===== config.mk =====
export PLATFORM = sky130hd
export DESIGN_NAME = tfd_decoder
export DESIGN_NICKNAME = d
export VERILOG_FILES = /design/src/core/tfd_pkg.sv /design/src/core/tfd_decoder.sv
export SDC_FILE = /design/constraint.sdc
export NUM_CORES = 1
export LEC_CHECK = 0
export ABC_AREA = 1
export BUFFER_PORTS_ARGS = -buffer_cell sky130_fd_sc_hd__buf_2
export CELL_PAD_IN_SITES_DETAIL_PLACEMENT = 1
export CELL_PAD_IN_SITES_GLOBAL_PLACEMENT = 1
export CORE_ASPECT_RATIO = 1.1
export CORE_MARGIN = 5
export CORE_UTILIZATION = 30
export CTS_BUF_LIST = sky130_fd_sc_hd__clkbuf_16
export CTS_CLUSTER_DIAMETER = 40
export DETAILED_ROUTE_END_ITERATION = 10
export PLACE_DENSITY = 0.68
export SLEW_MARGIN = 20
export SYNTH_ARGS = -nofsm -noshare
export SYNTH_HDL_FRONTEND = slang
export SYNTH_SLANG_ARGS = --single-unit

===== constraint.sdc =====
create_clock -name ref_clk -period 4 [get_ports ref_clk]
set_input_delay 0.4 -clock ref_clk [delete_from_list [all_inputs] [get_ports ref_clk]]
set_output_delay 0.4 -clock ref_clk [all_outputs]
set_load 0.005 [all_outputs]

===== src/core/tfd_pkg.sv =====
// Shared constants and carrier types for the terminal function decoder
package tfd_pkg;
	localparam int NUM_DI = 10;
	localparam int FIFTH_DI_IDX = 4;
	localparam int SEL_W = 6;
	localparam int FT_W = 10;
	localparam int FREQ_W = 16;
	// Function codes handled here
	localparam logic [5:0] FN_TORQUE_INHIBIT = 6'h1D;
	localparam logic [5:0] FN_PULSE_IN = 6'h1E;
	localparam logic [5:0] FN_DC_NOW = 6'h20;
	localparam logic [5:0] FN_EXT_FAULT_NC = 6'h21;
	localparam logic [5:0] FN_FREQ_LOCK = 6'h22;
	localparam logic [5:0] FN_PID_REVERSE = 6'h23;
	localparam logic [5:0] FN_EXT_STOP_ONE = 6'h24;
	localparam logic [5:0] FN_SRC_SWITCH_TWO = 6'h25;
	localparam logic [5:0] FN_INT_PAUSE = 6'h26;
	localparam logic [5:0] FN_MAIN_PRESET = 6'h27;
	localparam logic [5:0] FN_AUX_PRESET = 6'h28;
	localparam logic [5:0] FN_PID_SET = 6'h2B;
	localparam logic [5:0] FN_USER_FAULT_ONE = 6'h2C;
	localparam logic [5:0] FN_USER_FAULT_TWO = 6'h2D;
	localparam logic [5:0] FN_MODE_SWITCH = 6'h2E;
	localparam logic [5:0] FN_EMERG_STOP = 6'h2F;
	localparam logic [5:0] FN_EXT_STOP_TWO = 6'h30;
	localparam logic [5:0] FN_DECEL_DC = 6'h31;
	localparam logic [5:0] FN_RUN_TIME_CLR = 6'h32;
	localparam logic [5:0] FN_WIRE_SWITCH = 6'h33;
	// Command sources
	localparam logic [1:0] SRC_PANEL = 2'h0;
	localparam logic [1:0] SRC_TERMINAL = 2'h1;
	localparam logic [1:0] SRC_COMM = 2'h2;
	// Terminal command modes and deceleration time selection
	localparam logic [1:0] TMODE_TWO_LINE_ONE = 2'h0;
	localparam logic [1:0] TMODE_THREE_LINE_ONE = 2'h2;
	localparam logic [1:0] DECEL_TIME_FOUR = 2'h3;
	// Filter timing
	localparam int CLK_PERIOD_NS = 10;
	localparam int MS_NS = 1000000;
	localparam int CYC_PER_MS = MS_NS / CLK_PERIOD_NS;
	localparam logic [9:0] FILTER_MAX_MS = 10'h3E8;
	localparam logic [9:0] FILTER_DEFAULT_MS = 10'h00A;
	// Edge-event slots
	localparam int EV_DC_NOW = 0;
	localparam int EV_EXT_FAULT = 1;
	localparam int EV_USER_ONE = 2;
	localparam int EV_USER_TWO = 3;
	localparam int EV_DECEL_DC = 4;
	localparam int EV_RUN_CLR = 5;
	localparam int NUM_EV = 6;

	typedef logic [SEL_W-1:0] tfd_sel_t;

	typedef struct packed {
		logic [FT_W-1:0] input_filter_time;
		logic [1:0] terminal_command_mode;
		logic [1:0] cmd_source_setting;
		logic control_mode_setting;
		logic pid_direction_setting;
		logic pid_set_select_source;
		logic running_time_enable_a;
		logic running_time_enable_b;
		logic [1:0] user_fault_action_setting;
	} tfd_cfg_s;

	typedef struct packed {
		logic torque_mode;
		logic pulse_mode;
		logic dc_brake_now;
		logic external_fault_code;
		logic fault_stop;
		logic freq_lock;
		logic pid_reverse;
		logic panel_stop;
		logic [1:0] cmd_source;
		logic pid_integral_hold;
		logic main_preset_sel;
		logic aux_preset_sel;
		logic pid_set_two;
		logic user_fault_one_code;
		logic user_fault_two_code;
		logic fault_action_req;
		logic [1:0] fault_action;
		logic emergency_stop;
		logic current_limit_hold;
		logic decel_stop;
		logic [1:0] decel_time_sel;
		logic decel_dc_brake;
		logic run_time_clear;
		logic [1:0] terminal_mode;
	} tfd_cmd_s;

	localparam tfd_cmd_s CMD_RST = '0;
endpackage : tfd_pkg


===== src/core/tfd_decoder.sv =====
// Digital input filter and terminal function decoder
`timescale 1ns/1ps

// Contract
// - Torque inhibit forces speed control mode
// - Pulse input honoured only on fifth input
// - Immediate DC brake enters braking at once
// - External fault input raises code and stops
// - Frequency lock ignores frequency change requests
// - PID reverse inverts configured PID direction
// - First external stop acts in panel mode
// - Source switch two: terminal to communication
// - Integral pause freezes only integral action
// - Substitution replaces source with preset frequency
// - User faults raise codes and action
// - Mode switchover inverts configured control mode
// - Emergency stop fastest at current limit
// - Second external stop decelerates with time four
// - Decelerating DC brake then braking state
// - Running time clear gated by enables
// - Two-line one switches to three-line one
// - Each input filtered up to one second
module tfd_decoder #(
	parameter int CYC_PER_MS = tfd_pkg::CYC_PER_MS
) (
	// Clock, reset, enable
	input wire logic ref_clk,
	input wire logic rst_b,
	input wire logic ce,
	// Terminals and their function selections
	input wire logic [tfd_pkg::NUM_DI-1:0] di_raw,
	input wire tfd_pkg::tfd_sel_t [tfd_pkg::NUM_DI-1:0] di_func_sel,
	// Configuration
	input wire tfd_pkg::tfd_cfg_s cfg,
	// Frequency sources
	input wire logic [tfd_pkg::FREQ_W-1:0] main_freq_in,
	input wire logic [tfd_pkg::FREQ_W-1:0] aux_freq_in,
	input wire logic [tfd_pkg::FREQ_W-1:0] preset_frequency_value,
	// Decoded commands
	output tfd_pkg::tfd_cmd_s cmd,
	output logic [tfd_pkg::FREQ_W-1:0] main_freq_out,
	output logic [tfd_pkg::FREQ_W-1:0] aux_freq_out,
	output logic pulse_level
);

	// True when any input with this code is at its filtered active level
	function automatic logic fn_act(input tfd_pkg::tfd_sel_t [tfd_pkg::NUM_DI-1:0] sel,
			input logic [tfd_pkg::NUM_DI-1:0] lv, input logic [5:0] code);
		logic r;
		r = 1'b0;
		for (int i = 0; i < tfd_pkg::NUM_DI; i++) begin
			r = r | (lv[i] & (sel[i] == code));
		end
		return r;
	endfunction : fn_act

	// Filter time clamped to the one second ceiling
	function automatic logic [tfd_pkg::FT_W-1:0] fn_clamp(input logic [tfd_pkg::FT_W-1:0] t);
		return (t > tfd_pkg::FILTER_MAX_MS) ? tfd_pkg::FILTER_MAX_MS : t;
	endfunction : fn_clamp

	// Input filter state
	logic [31:0] pre_q;
	logic [31:0] pre_d;
	logic ms_tick;
	logic [tfd_pkg::NUM_DI-1:0] filt_q;
	logic [tfd_pkg::NUM_DI-1:0] filt_d;
	logic [tfd_pkg::NUM_DI-1:0][tfd_pkg::FT_W-1:0] cnt_q;
	logic [tfd_pkg::NUM_DI-1:0][tfd_pkg::FT_W-1:0] cnt_d;
	logic [tfd_pkg::FT_W-1:0] ftime;

	// Millisecond ticks are free running, so a change may settle up to one tick early
	always_comb begin
		ms_tick = (pre_q == 32'(CYC_PER_MS - 1));
		pre_d = ms_tick ? 32'h0 : pre_q + 32'h1;
		ftime = fn_clamp(cfg.input_filter_time);
		filt_d = filt_q;
		cnt_d = cnt_q;
		for (int i = 0; i < tfd_pkg::NUM_DI; i++) begin
			if (di_raw[i] == filt_q[i]) begin
				cnt_d[i] = '0;
			end else if (ftime == '0) begin
				filt_d[i] = di_raw[i];
			end else if (ms_tick) begin
				if (cnt_q[i] + 10'h001 >= ftime) begin
					filt_d[i] = di_raw[i];
					cnt_d[i] = '0;
				end else begin
					cnt_d[i] = cnt_q[i] + 10'h001;
				end
			end
		end
	end

	always_ff @(posedge ref_clk) begin
		if (!rst_b) begin
			pre_q <= 32'h0;
			filt_q <= '0;
			cnt_q <= '0;
		end else if (ce) begin
			pre_q <= pre_d;
			filt_q <= filt_d;
			cnt_q <= cnt_d;
		end
	end

	// Function activity from filtered levels; pulse mode from the fifth input's selection alone
	logic a_tinh, a_dc, a_xf, a_lock, a_prev, a_stop1, a_src2, a_ipause;
	logic a_mpre, a_apre, a_pset, a_uf1, a_uf2, a_msw, a_estop, a_stop2;
	logic a_ddc, a_rclr, a_wire, a_pulse;
	logic [tfd_pkg::NUM_EV-1:0] ev_lv;

	// Reserved codes have no decode term and so drive nothing
	always_comb begin
		a_tinh = fn_act(di_func_sel, filt_q, tfd_pkg::FN_TORQUE_INHIBIT);
		a_dc = fn_act(di_func_sel, filt_q, tfd_pkg::FN_DC_NOW);
		a_xf = fn_act(di_func_sel, filt_q, tfd_pkg::FN_EXT_FAULT_NC);
		a_lock = fn_act(di_func_sel, filt_q, tfd_pkg::FN_FREQ_LOCK);
		a_prev = fn_act(di_func_sel, filt_q, tfd_pkg::FN_PID_REVERSE);
		a_stop1 = fn_act(di_func_sel, filt_q, tfd_pkg::FN_EXT_STOP_ONE);
		a_src2 = fn_act(di_func_sel, filt_q, tfd_pkg::FN_SRC_SWITCH_TWO);
		a_ipause = fn_act(di_func_sel, filt_q, tfd_pkg::FN_INT_PAUSE);
		a_mpre = fn_act(di_func_sel, filt_q, tfd_pkg::FN_MAIN_PRESET);
		a_apre = fn_act(di_func_sel, filt_q, tfd_pkg::FN_AUX_PRESET);
		a_pset = fn_act(di_func_sel, filt_q, tfd_pkg::FN_PID_SET);
		a_uf1 = fn_act(di_func_sel, filt_q, tfd_pkg::FN_USER_FAULT_ONE);
		a_uf2 = fn_act(di_func_sel, filt_q, tfd_pkg::FN_USER_FAULT_TWO);
		a_msw = fn_act(di_func_sel, filt_q, tfd_pkg::FN_MODE_SWITCH);
		a_estop = fn_act(di_func_sel, filt_q, tfd_pkg::FN_EMERG_STOP);
		a_stop2 = fn_act(di_func_sel, filt_q, tfd_pkg::FN_EXT_STOP_TWO);
		a_ddc = fn_act(di_func_sel, filt_q, tfd_pkg::FN_DECEL_DC);
		a_rclr = fn_act(di_func_sel, filt_q, tfd_pkg::FN_RUN_TIME_CLR);
		a_wire = fn_act(di_func_sel, filt_q, tfd_pkg::FN_WIRE_SWITCH);
		// Pulse function on any other input is ignored
		a_pulse = (di_func_sel[tfd_pkg::FIFTH_DI_IDX] == tfd_pkg::FN_PULSE_IN);
		ev_lv = '0;
		ev_lv[tfd_pkg::EV_DC_NOW] = a_dc;
		ev_lv[tfd_pkg::EV_EXT_FAULT] = a_xf;
		ev_lv[tfd_pkg::EV_USER_ONE] = a_uf1;
		ev_lv[tfd_pkg::EV_USER_TWO] = a_uf2;
		ev_lv[tfd_pkg::EV_DECEL_DC] = a_ddc;
		ev_lv[tfd_pkg::EV_RUN_CLR] = a_rclr;
	end

	// Command outputs
	tfd_pkg::tfd_cmd_s cmd_q;
	tfd_pkg::tfd_cmd_s cmd_d;
	logic [tfd_pkg::NUM_EV-1:0] ev_q;
	logic [tfd_pkg::NUM_EV-1:0] ev_rise;
	logic [tfd_pkg::FREQ_W-1:0] mf_q, mf_d, af_q, af_d;
	logic pl_q, pl_d;

	always_comb begin
		ev_rise = ev_lv & ~ev_q;
		cmd_d = tfd_pkg::CMD_RST;
		// Inhibit overrides the switchover terminal
		cmd_d.torque_mode = a_tinh ? 1'b0 : (cfg.control_mode_setting ^ a_msw);
		cmd_d.pulse_mode = a_pulse;
		cmd_d.dc_brake_now = ev_rise[tfd_pkg::EV_DC_NOW];
		cmd_d.external_fault_code = ev_rise[tfd_pkg::EV_EXT_FAULT];
		cmd_d.fault_stop = a_xf;
		cmd_d.freq_lock = a_lock;
		cmd_d.pid_reverse = cfg.pid_direction_setting ^ a_prev;
		cmd_d.panel_stop = a_stop1 & (cfg.cmd_source_setting == tfd_pkg::SRC_PANEL);
		cmd_d.cmd_source = (a_src2 && cfg.cmd_source_setting == tfd_pkg::SRC_TERMINAL) ?
			tfd_pkg::SRC_COMM : cfg.cmd_source_setting;
		cmd_d.pid_integral_hold = a_ipause;
		cmd_d.main_preset_sel = a_mpre;
		cmd_d.aux_preset_sel = a_apre;
		cmd_d.pid_set_two = cfg.pid_set_select_source & a_pset;
		cmd_d.user_fault_one_code = ev_rise[tfd_pkg::EV_USER_ONE];
		cmd_d.user_fault_two_code = ev_rise[tfd_pkg::EV_USER_TWO];
		cmd_d.fault_action_req = ev_rise[tfd_pkg::EV_USER_ONE] | ev_rise[tfd_pkg::EV_USER_TWO];
		cmd_d.fault_action = cfg.user_fault_action_setting;
		cmd_d.emergency_stop = a_estop;
		cmd_d.current_limit_hold = a_estop;
		// Second stop works from any command source
		cmd_d.decel_stop = a_stop2;
		cmd_d.decel_time_sel = a_stop2 ? tfd_pkg::DECEL_TIME_FOUR : 2'h0;
		cmd_d.decel_dc_brake = ev_rise[tfd_pkg::EV_DECEL_DC];
		cmd_d.run_time_clear = ev_rise[tfd_pkg::EV_RUN_CLR] & cfg.running_time_enable_a
			& cfg.running_time_enable_b;
		cmd_d.terminal_mode = (a_wire && cfg.terminal_command_mode == tfd_pkg::TMODE_TWO_LINE_ONE) ?
			tfd_pkg::TMODE_THREE_LINE_ONE : cfg.terminal_command_mode;
		mf_d = a_mpre ? preset_frequency_value : main_freq_in;
		af_d = a_apre ? preset_frequency_value : aux_freq_in;
		// Pulses bypass the filter, which would swallow them
		pl_d = a_pulse & di_raw[tfd_pkg::FIFTH_DI_IDX];
	end

	always_ff @(posedge ref_clk) begin
		if (!rst_b) begin
			cmd_q <= tfd_pkg::CMD_RST;
			ev_q <= '0;
			mf_q <= '0;
			af_q <= '0;
			pl_q <= 1'b0;
		end else if (ce) begin
			cmd_q <= cmd_d;
			ev_q <= ev_lv;
			mf_q <= mf_d;
			af_q <= af_d;
			pl_q <= pl_d;
		end
	end

	assign cmd = cmd_q;
	assign main_freq_out = mf_q;
	assign aux_freq_out = af_q;
	assign pulse_level = pl_q;
endmodule : tfd_decoder


# Yosys cells after proc, flatten, opt, wreduce, memory -nomap -nowiden
# Index checks and enable logic that the tools add are counted.
[totals]
ff_bits = 208
latchBits = 0
mem_bits_rw = 0
rom_bits = 0
in_bits = 142
output_inout_bits = 61
wordCells = 788
memories = 0
[classes]
n_addsub = 11
n_mul = 0
n_div = 0
n_lt_le_gt_ge = 11
eq_ne = 213
shift = 0
n_mux = 78
bitwise_logic = 381
n_reduce_logical = 46
[op_table]
columns = ["cell", "count"]
rows = [
  ["$eq 6x6->1 const B", 180],
  ["$mux 10", 41],
  ["$and 1x1->1", 195],
  ["$or 1x1->1", 172],
  ["$add 10x1->10 const B", 10],
  ["$ge 10x10->1", 10],
  ["$eq 6x5->1 const B", 11],
  ["$reduce_bool 2->1", 21],
  ["$reduce_and 4->1", 10],
  ["$add 32x1->32 const B", 1],
  ["$eq 32x17->1 const B", 1],
  ["$mux 16", 2],
  ["$mux 32", 1],
  ["$mux 1", 31],
  ["$reduce_and 3->1", 10],
  ["$ne 2x2->1 const B", 9],
  ["$eq 1x1->1", 10],
  ["$gt 10x10->1 const B", 1],
  ["$logic_not 10->1", 1],
  ["$not 1->1", 10],
  ["$and 6x6->6", 1],
  ["$mux 2", 3],
  ["$not 6->6", 1],
  ["$logic_not 2->1", 2],
  ["other kinds (4)", 6],
]

# Logic depth before layout (Yosys ltp)
# Gate-level depths: netlist of the first run.
[depth]
word_depth = 14
depth_mapped = 25
mapped_depth_nobuf = 24

# Worst setup path after synthesis of the first run
# No wires, ideal clock.
[synth_timing]
path_type = "input to register"
startpoint = "input port cfg[16] (netlist bit)"
endpoint = "register cnt_q[19] (netlist bit)"
setup_time_ns = 0.070
t_arrival_ns = 2.556
required_time_ns = 3.930
setup_slack_ns = 1.374
path_stages = 23
path_cell_list = "inv_2 -> nor2_1 -> nand3_1 -> nand2_1 -> buf_2 -> inv_1 -> nor2_1 -> ha_1 -> inv_1 -> nand2_1 -> nand2_1 -> nand2_1 -> nand2_1 -> nand2_1 -> nand2_1 -> nand3_1 -> nand2_1 -> nand2_1 -> nand2_1 -> nand2_1 -> inv_2 -> nand3_1 -> a21oi_1"
[synth_between]
elab_chain_cells = 7
word_cells_on_any_way = 10
[synth_lines]
columns = ["item", "line", "source"]
rows = [
  ["start: declaration", "tfd_decoder.sv:34", "input wire tfd_pkg::tfd_cfg_s cfg,"],
  ["$gt 10x10->1", "tfd_decoder.sv:59", "return (t > tfd_pkg::FILTER_MAX_MS) ? tfd_pkg::FILTER_MAX_MS : t;"],
  ["$mux 10 (*)", "tfd_decoder.sv:59", ""],
  ["$ge 10x10->1", "tfd_decoder.sv:85", "if (cnt_q[i] + 10'h001 >= ftime) begin"],
  ["$mux 10", "tfd_decoder.sv:85", ""],
  ["$mux 10", "tfd_decoder.sv:84", "end else if (ms_tick) begin"],
  ["$mux 10", "tfd_decoder.sv:82", "end else if (ftime == '0) begin"],
  ["$mux 10", "tfd_decoder.sv:80", "if (di_raw[i] == filt_q[i]) begin"],
  ["end signal: assignment", "tfd_decoder.sv:103", "cnt_q <= cnt_d;"],
  ["end: declaration", "tfd_decoder.sv:68", "logic [tfd_pkg::NUM_DI-1:0][tfd_pkg::FT_W-1:0] cnt_q;"],
]
# Mark *: on every way between the ends. The rest lies on a longest branch, timed or not. The select of a mux whose other input is x is not followed.
# A chain may end at the register's enable or synchronous reset.

# Final worst setup path of the first run
[layout_timing]
startpoint = "register cnt_q[70] (netlist bit)"
endpoint = "register cnt_q[71] (netlist bit)"
[layout_between]
elab_chain_cells = 6
[layout_lines]
columns = ["item", "line"]
rows = [
  ["$add 10x1->10 (*)", "tfd_decoder.sv:85, tfd_decoder.sv:89"],
  ["$ge 10x10->1", "tfd_decoder.sv:85"],
  ["$mux 10 (*)", "tfd_decoder.sv:85"],
  ["$mux 10 (*)", "tfd_decoder.sv:84"],
  ["$mux 10 (*)", "tfd_decoder.sv:82"],
  ["$mux 10 (*)", "tfd_decoder.sv:80"],
]
# Marks and branches as above.

==> summary.md, run 1 <==
| Metric | Value |
|---|---|
| Arrival time of the worst setup path | `around 3500 ps` |
| Setup repair bufs after CTS | `0` |
| Area Overhead vs Synth | `22.6%` |
| Yosys warning count | `0` |
| Multi-input logic area | `around 0.0091 mm2` |
| I/O pins | `~200` |
| Vias in the first global route | `about 17000` |
| Grt total ovfl | `0` |
| Pleak | `8.50 nW` |
| Initial DRC Count | `791` |
| CTS tree | `done` |
| Worst-Skew Late Latency | `just under 600 ps` |
| H-tree levels | `2` |
| Via-per-instance ratio | `approximately 5.1` |
| Hpwl dp | `between 40 and 50 mm` |
| Sink Count | `205` |
| Number of synthesized register bits | `between 200 and 250` |
| FMAX | `about 340 MHz` |
| Setup Crit Path Kind | `flip-flop to flip-flop` |
| CP Max Fanout | `10` |
| Placed Area | `approximately 0.017 mm2` |
| CP Launch Type | `flip-flop` |
| Synthesized area per cell | `~6.5 um2` |
| Seq/Total Area, Yosys | `between 20% and 30%` |
| Drt total wl | `between 50 and 60 mm` |
| Number of flops mapped to enable cells by yosys | `0` |
| Die height | `roughly 240 um` |
| WL met2 | `between 20 and 30 mm` |
| TritonRoute pass-1 iters | `5` |
| RSZ-0062 raised after global routing | `no` |
| Slew Viols, Final | `0` |
| Vias | `between 15000 and 20000` |
| DR WL/cell | `about 19 um` |
| DP Cell Count | `approximately 3100` |
| Cells after synthesis | `between 2000 and 2500` |
| Final period util | `between 70% and 80%` |
| Setup Total Neg Slack | `0 ps` |
| Synth Flop Type | `dfxtp_1` |
| Routed met3 length | `~3.3 mm` |
| Register-to-Register Setup Slack | `~1000 ps` |
| Clk_skew | `about 21 ps` |
| Die width | `about 220 um` |
| CTS resizes | `0` |
| Initial Util | `a little over 30%` |
| Final hold violations | `0` |
| CP required | `between 4000 and 5000 ps` |
| Die area | `around 0.054 mm2` |
| Hold Path Class | `input port to flip-flop` |
| DRC errors left | `0` |
| Commonest cells after routing, fill and taps aside | `512 x nand2_1, 331 x inv_1, 235 x nand3_1` |
| Synthesized area | `approximately 0.015 mm2` |
| Max clock buf depth | `3` |
| Core Area | `around 0.049 mm2` |
| Met1 wire length | `about 26 mm` |
| Status | `finished, final reports clean` |
| Max Cap Violations | `0` |
| Share of cells above drive strength 1 | `between 10 and 15%` |
| Distinct cells, synth | `52` |
| Max VDD drop | `about 0.33 mV` |
| Setup crit end kind | `flip-flop` |
| Antenna violations before repair | `6` |
| Cts hold-fix bufs | `0` |
| Final Net Count | `2753` |
| Global-route wire length before repair | `93.2 mm` |
| Pwr Total | `around 6.8 mW` |
| RePlAce Congestion | `between 0.9 and 1` |
| Power Dens Cells | `between 300 and 400 mW/mm2` |
| Syn nets | `2544` |
| CTS Buf Count | `49` |
| Slew HR | `a little under a third` |
| Worst slew pin tran | `1030 ps` |
| Final min period | `2960 ps` |
| PortBufs | `202` |
| Number of routed nets with antenna violations | `0` |
| Largest net degree at the start of global routing | `60` |
| Most common cell after layout, fill and taps aside | `nand2_1` |
| Asr flop ratio synth | `0%` |
| Clk slew on worst S/H paths | `around 50 ps` |
| Top layer reached by signal wires | `met5` |
| Hold WS | `45.1 ps` |
| Fill cells | `approximately 6400` |
| Final setup viols | `0` |
| Rows | `85` |
| Global Route Usage Sum | `between 20% and 30%` |
| Root Buffer | `clkbuf_16` |
| Final instance area | `between 0.015 and 0.02 mm2` |
| Layout Cells excl Fill | `about 3200` |
| Register area | `0.00410 mm2` |
[power breakdown]
group / switching (mW) / total (mW) / leakage, nW / internal, mW
Sequential: 0.0186 / 2.10 / 1.66 / 2.08
Combinational: 0.358 / 0.529 / 6.00 / 0.172
Clock: 1.43 / 4.15 / 0.842 / 2.72
[state kept, by name, summed over array words and instances, names as in the netlist]
| signal | flops |
|---|---|
| ev_q | 6 |
| aux_freq_out | 16 |
| filt_q | 10 |
| cnt_q | 100 |
| main_freq_out | 16 |
| cmd | 24 |
| pre_q | 32 |
| pulse_level | 1 |
[critical path, stage by stage, from the launching register on]
cell and delay [ps]:
dfxtp_1 380, inv_1 90, nor3_1 320, nand2_1 80, nor2_1 230, nand4_1 180
nor2_1 160, xor2_1 230, ha_1 290, inv_1 80, nor3_1 50, a211oi_1 210
nand2_1 130, inv_2 180, nand3_1 110, a21oi_1 150
[logic make-up after synthesis]
logic type      count (synthesis)  share of synthesized area (%)
xor+xnor                       84                           4.95
flops                         205                           27.6
fa+ha+maj                     101                           8.50
simple gates                 1131                           33.7
compound gates                360                           14.2
buf+inv                       420                           11.0
[per-layer routing]
metal	vias up	GRT usage, %
li1	8004	-
met1	7796	25.6
met2	353	36.8
met3	105	5.12
met4	10	7.56
met5	-	0
[per-stage QoR]
stage / util [%] / setup slack, ps
after detailed placement: 33.7 / 640
after global routing: 37.2 / 683
after global placement: 33.7 / 683
after CTS: 37.2 / 976
final: 37.2 / 1040
after floorplan: - / 1370
[worst paths after layout]
kind | from | end | depth (start not counted)
hold / removal | cfg[0] | cmd[9] | 3
hold reg to reg | aux_freq_out[3] | aux_freq_out[3] | 2
setup / recovery | cnt_q[70] | cnt_q[71] | 15
setup reg to reg | cnt_q[70] | cnt_q[71] | 15
[Yosys cell counts, drive strengths merged (19+ instances only)]
| cell | instances | area, um2 |
|---|---|---|
| nand3 | 238 | 1210 |
| buf | 24 | 151 |
| a211oi | 19 | 143 |
| nor2 | 217 | 853 |
| clkbuf | 34 | 129 |
| nand4 | 55 | 344 |
| dfxtp | 205 | 4100 |
| xor2 | 56 | 490 |
| nand2 | 517 | 1950 |
| nor3 | 60 | 315 |
| o21ai | 55 | 377 |
| o22ai | 30 | 188 |
| a21oi | 211 | 1060 |
| xnor2 | 28 | 245 |
| ha | 101 | 1260 |
| inv | 353 | 1330 |
[layout make-up]
| type | count | area share, % |
|---|---|---|
| timing repair buffer | 216 | 6.13 |
| multi-input combinational | 1676 | 50.1 |
| sequential | 205 | 22.5 |
| tap | 652 | 4.47 |
| inverter | 362 | 7.47 |
| clock buffer | 49 | 6.72 |
| clock inverter | 43 | 2.62 |
| antenna | 1 | 0.0137 |
No activity file was read; power rests on OpenSTA's default activity.
==> run 2: changes to the inputs <==
- PLACE_DENSITY: 0.68 -> 0.7
- clock period: 4 -> 2.4 ns (I/O delays scaled with it)
==> run 2 against run 1 <==
The flow now finishes with violations (setup timing); total power grew 60%; setup slack lost 1200 ps; register-to-register slack lost 1200 ps; core utilization grew 6.7 points; clock skew grew 22 ps; clock power grew 51%; largest cell class unchanged.
==> summary.md, run 2 (synthesis gave the netlist of run 1 again) <==
| Metric | Value |
|---|---|
| Status | `finished, violations left` |
| Failing checks | `setup timing` |
| Placed Area | `0.0174 mm2 (+5.6%)` |
| CP Max Fanout | `5 (-5)` |
| Worst-Skew Late Latency | `580 ps (about the same)` |
| Commonest cells after routing, fill and taps aside | `475 x nand2_1, 314 x inv_1, 201 x buf_2` |
| Fill cells | `6221 (-3.0%)` |
| Global Route Usage Sum | `22.8% (+1.6 points)` |
| Final period util | `106% (+32 points)` |
| Max Cap Violations | `0 (unchanged)` |
| Pleak | `9.71 nW (+14%)` |
| Core Area | `0.0490 mm2 (unchanged)` |
| Register-to-Register Setup Slack | `-140 ps (-1180 ps)` |
| CTS tree | `done` |
| Power Dens Cells | `504 mW/mm2 (+36%)` |
| Max VDD drop | `0.599 mV (+83%)` |
| Rows | `85 (unchanged)` |
| Setup Crit Path Kind | `flip-flop to flip-flop` |
| DRC errors left | `0 (unchanged)` |
| Area Overhead vs Synth | `44.6%` |
| Initial DRC Count | `968 (+22%)` |
| Max clock buf depth | `3 (unchanged)` |
| RSZ-0062 raised after global routing | `yes` |
| Slew Viols, Final | `0 (unchanged)` |
| CP dominant cell by count | `nand3_2` |
| Largest net degree at the start of global routing | `60 (unchanged)` |
| Final Net Count | `2954 (+7.3%)` |
| PortBufs | `202 (unchanged)` |
| Die width | `222 um (unchanged)` |
| Max reg flops | `100 (unchanged)` |
| Antenna violations before repair | `4 (-2)` |
| Setup crit end kind | `flip-flop` |
| Arrival time of the worst setup path | `2980 ps (-480 ps)` |
| CP Launch Type | `flip-flop` |
| FMAX | `393 MHz (+16%)` |
| Hpwl dp | `46.4 mm (+1.6%)` |
| Grt total ovfl | `0 (unchanged)` |
| Slowest-stage cell, CP | `dfxtp_2` |
| TritonRoute pass-1 iters | `5 (unchanged)` |
| Clk slew on worst S/H paths | `50 ps (about the same)` |
| Worst-path cell chain | `nand3_2, nor3b_2, and3_4, nand3_2, xor2_1, inv_1, ha_4, nand2_4, buf_6, nor2_4, nand2_2, nand2_4, clkinvlp_4, nand3_2, a21oi_1` |
| Final hold violations | `0 (unchanged)` |
| Post-route setup slack | `-142 ps (-1180 ps)` |
| Crit path largest cell delay | `350 ps (-30 ps)` |
| CP required | `2840 ps (-1660 ps)` |
| I/O pins | `203 (unchanged)` |
| Setup Total Neg Slack | `-4970 ps (-4970 ps)` |
| Initial Util | `30.3% (unchanged)` |
| DR WL/cell | `19.9 um (+7.1%)` |
| Vias | `17648 (+8.5%)` |
| Root Buffer | `clkbuf_16` |
| Drt total wl | `67.7 mm (+14%)` |
| Die area | `0.0541 mm2 (unchanged)` |
| Post-layout util | `43.9% (+6.7 points)` |
| Sink Count | `205 (unchanged)` |
| Buf/Inv on CP | `3 (unchanged)` |
| Share of cells above drive strength 1 | `29.9% (+16 points)` |
| Via-per-instance ratio | `5.19 (+2.3%)` |
| Dpl ws | `-208 ps (-847 ps)` |
| CP top delay family | `simple AND/OR/NAND/NOR gates` |
| Worst slew pin tran | `622 ps (-413 ps)` |
| Final instance area | `0.0215 mm2 (+18%)` |
| Hold Path Class | `input port to flip-flop` |
| Die height | `244 um (unchanged)` |
| Slew HR | `58.3% (+28 points)` |
| Vias in the first global route | `18628 (+8.8%)` |
| Number of routed nets with antenna violations | `0 (unchanged)` |
| RePlAce Congestion | `0.944 (+0.59%)` |
| Final min period | `2540 ps (-415 ps)` |
| Global-route wire length before repair | `100 mm (+7.8%)` |
| CTS Buf Count | `45 (-8.2%)` |
| Most common cell after layout, fill and taps aside | `nand2_1` |
| H-tree levels | `2 (unchanged)` |
| Final setup viols | `73 (+73)` |
| Largest Register | `cnt_q` |
| Clk_skew | `42.9 ps (+22.3 ps)` |
==> run 2: through the flow <==
step           cells  hold slack, ps  power [mW]
3_5_place_dp    3213             455        4.52
6_report        3399            26.2        10.8
5_1_grt         3397            26.7        11.2
2_1_floorplan   2301             372        4.01
4_1_cts         3375            4.53        10.9
3_3_place_gp    3213             447        4.48
==> run 2: path summary, 6_finish.rpt <==
check                        start          endpoint  cells after the start
setup / recovery         cnt_q[31]         cnt_q[32]                     15
hold / removal               rst_b           cmd[10]                      3
setup reg to reg         cnt_q[31]         cnt_q[32]                     15
hold reg to reg   main_freq_out[5]  main_freq_out[5]                      2
==> run 2: cell type report <==
cell class / count / area, um2 / share of cell area, %
inverters: 362 / 1400 / 6.51
repair inverters: 10 / 75.1 / 0.349
clock buffers: 45 / 1130 / 5.24
multi-input cells: 1676 / 10600 / 49.4
flip-flops and latches: 205 / 4170 / 19.4
clock inverters: 35 / 387 / 1.80
diodes: 3 / 7.51 / 0.0349
repair buffers: 411 / 2890 / 13.4
well taps: 652 / 816 / 3.79
==> run 2: layer usage <==
layer | wire length, um | up-vias | track usage (%)
li1 | - | 8417 | -
met1 | 27300 | 8562 | 26.7
met2 | 33600 | 501 | 40.3
met3 | 3710 | 166 | 4.91
met4 | 3050 | 2 | 9.34
met5 | 9 | - | 0
==> run 2: worst min-delay path: cells and delay by family <==
kind	cells	cell delay [ps]
AO/OA/AOI/OAI	1	100
buffers and inverters	1	180
AND/OR/NAND/NOR	1	40
==> run 2: what timing repair did <==
item / CTS / global route
hold endpoints to repair: 37 / 0
resized for setup: 169 / 230
gates cloned: 9 / 1
pin swaps: 79 / 120
buffers inserted: 36 / 20
hold buffers: 37 / 0
endpoints found under the setup margin: 107 / 122
==> run 2: report_power, final <==
part / leakage [nW] / total (mW) / switching (mW) / internal, mW
clock: 0.742 / 6.26 / 2.20 / 4.06
combinational: 7.29 / 1.09 / 0.684 / 0.408
sequential: 1.68 / 3.49 / 0.0333 / 3.45
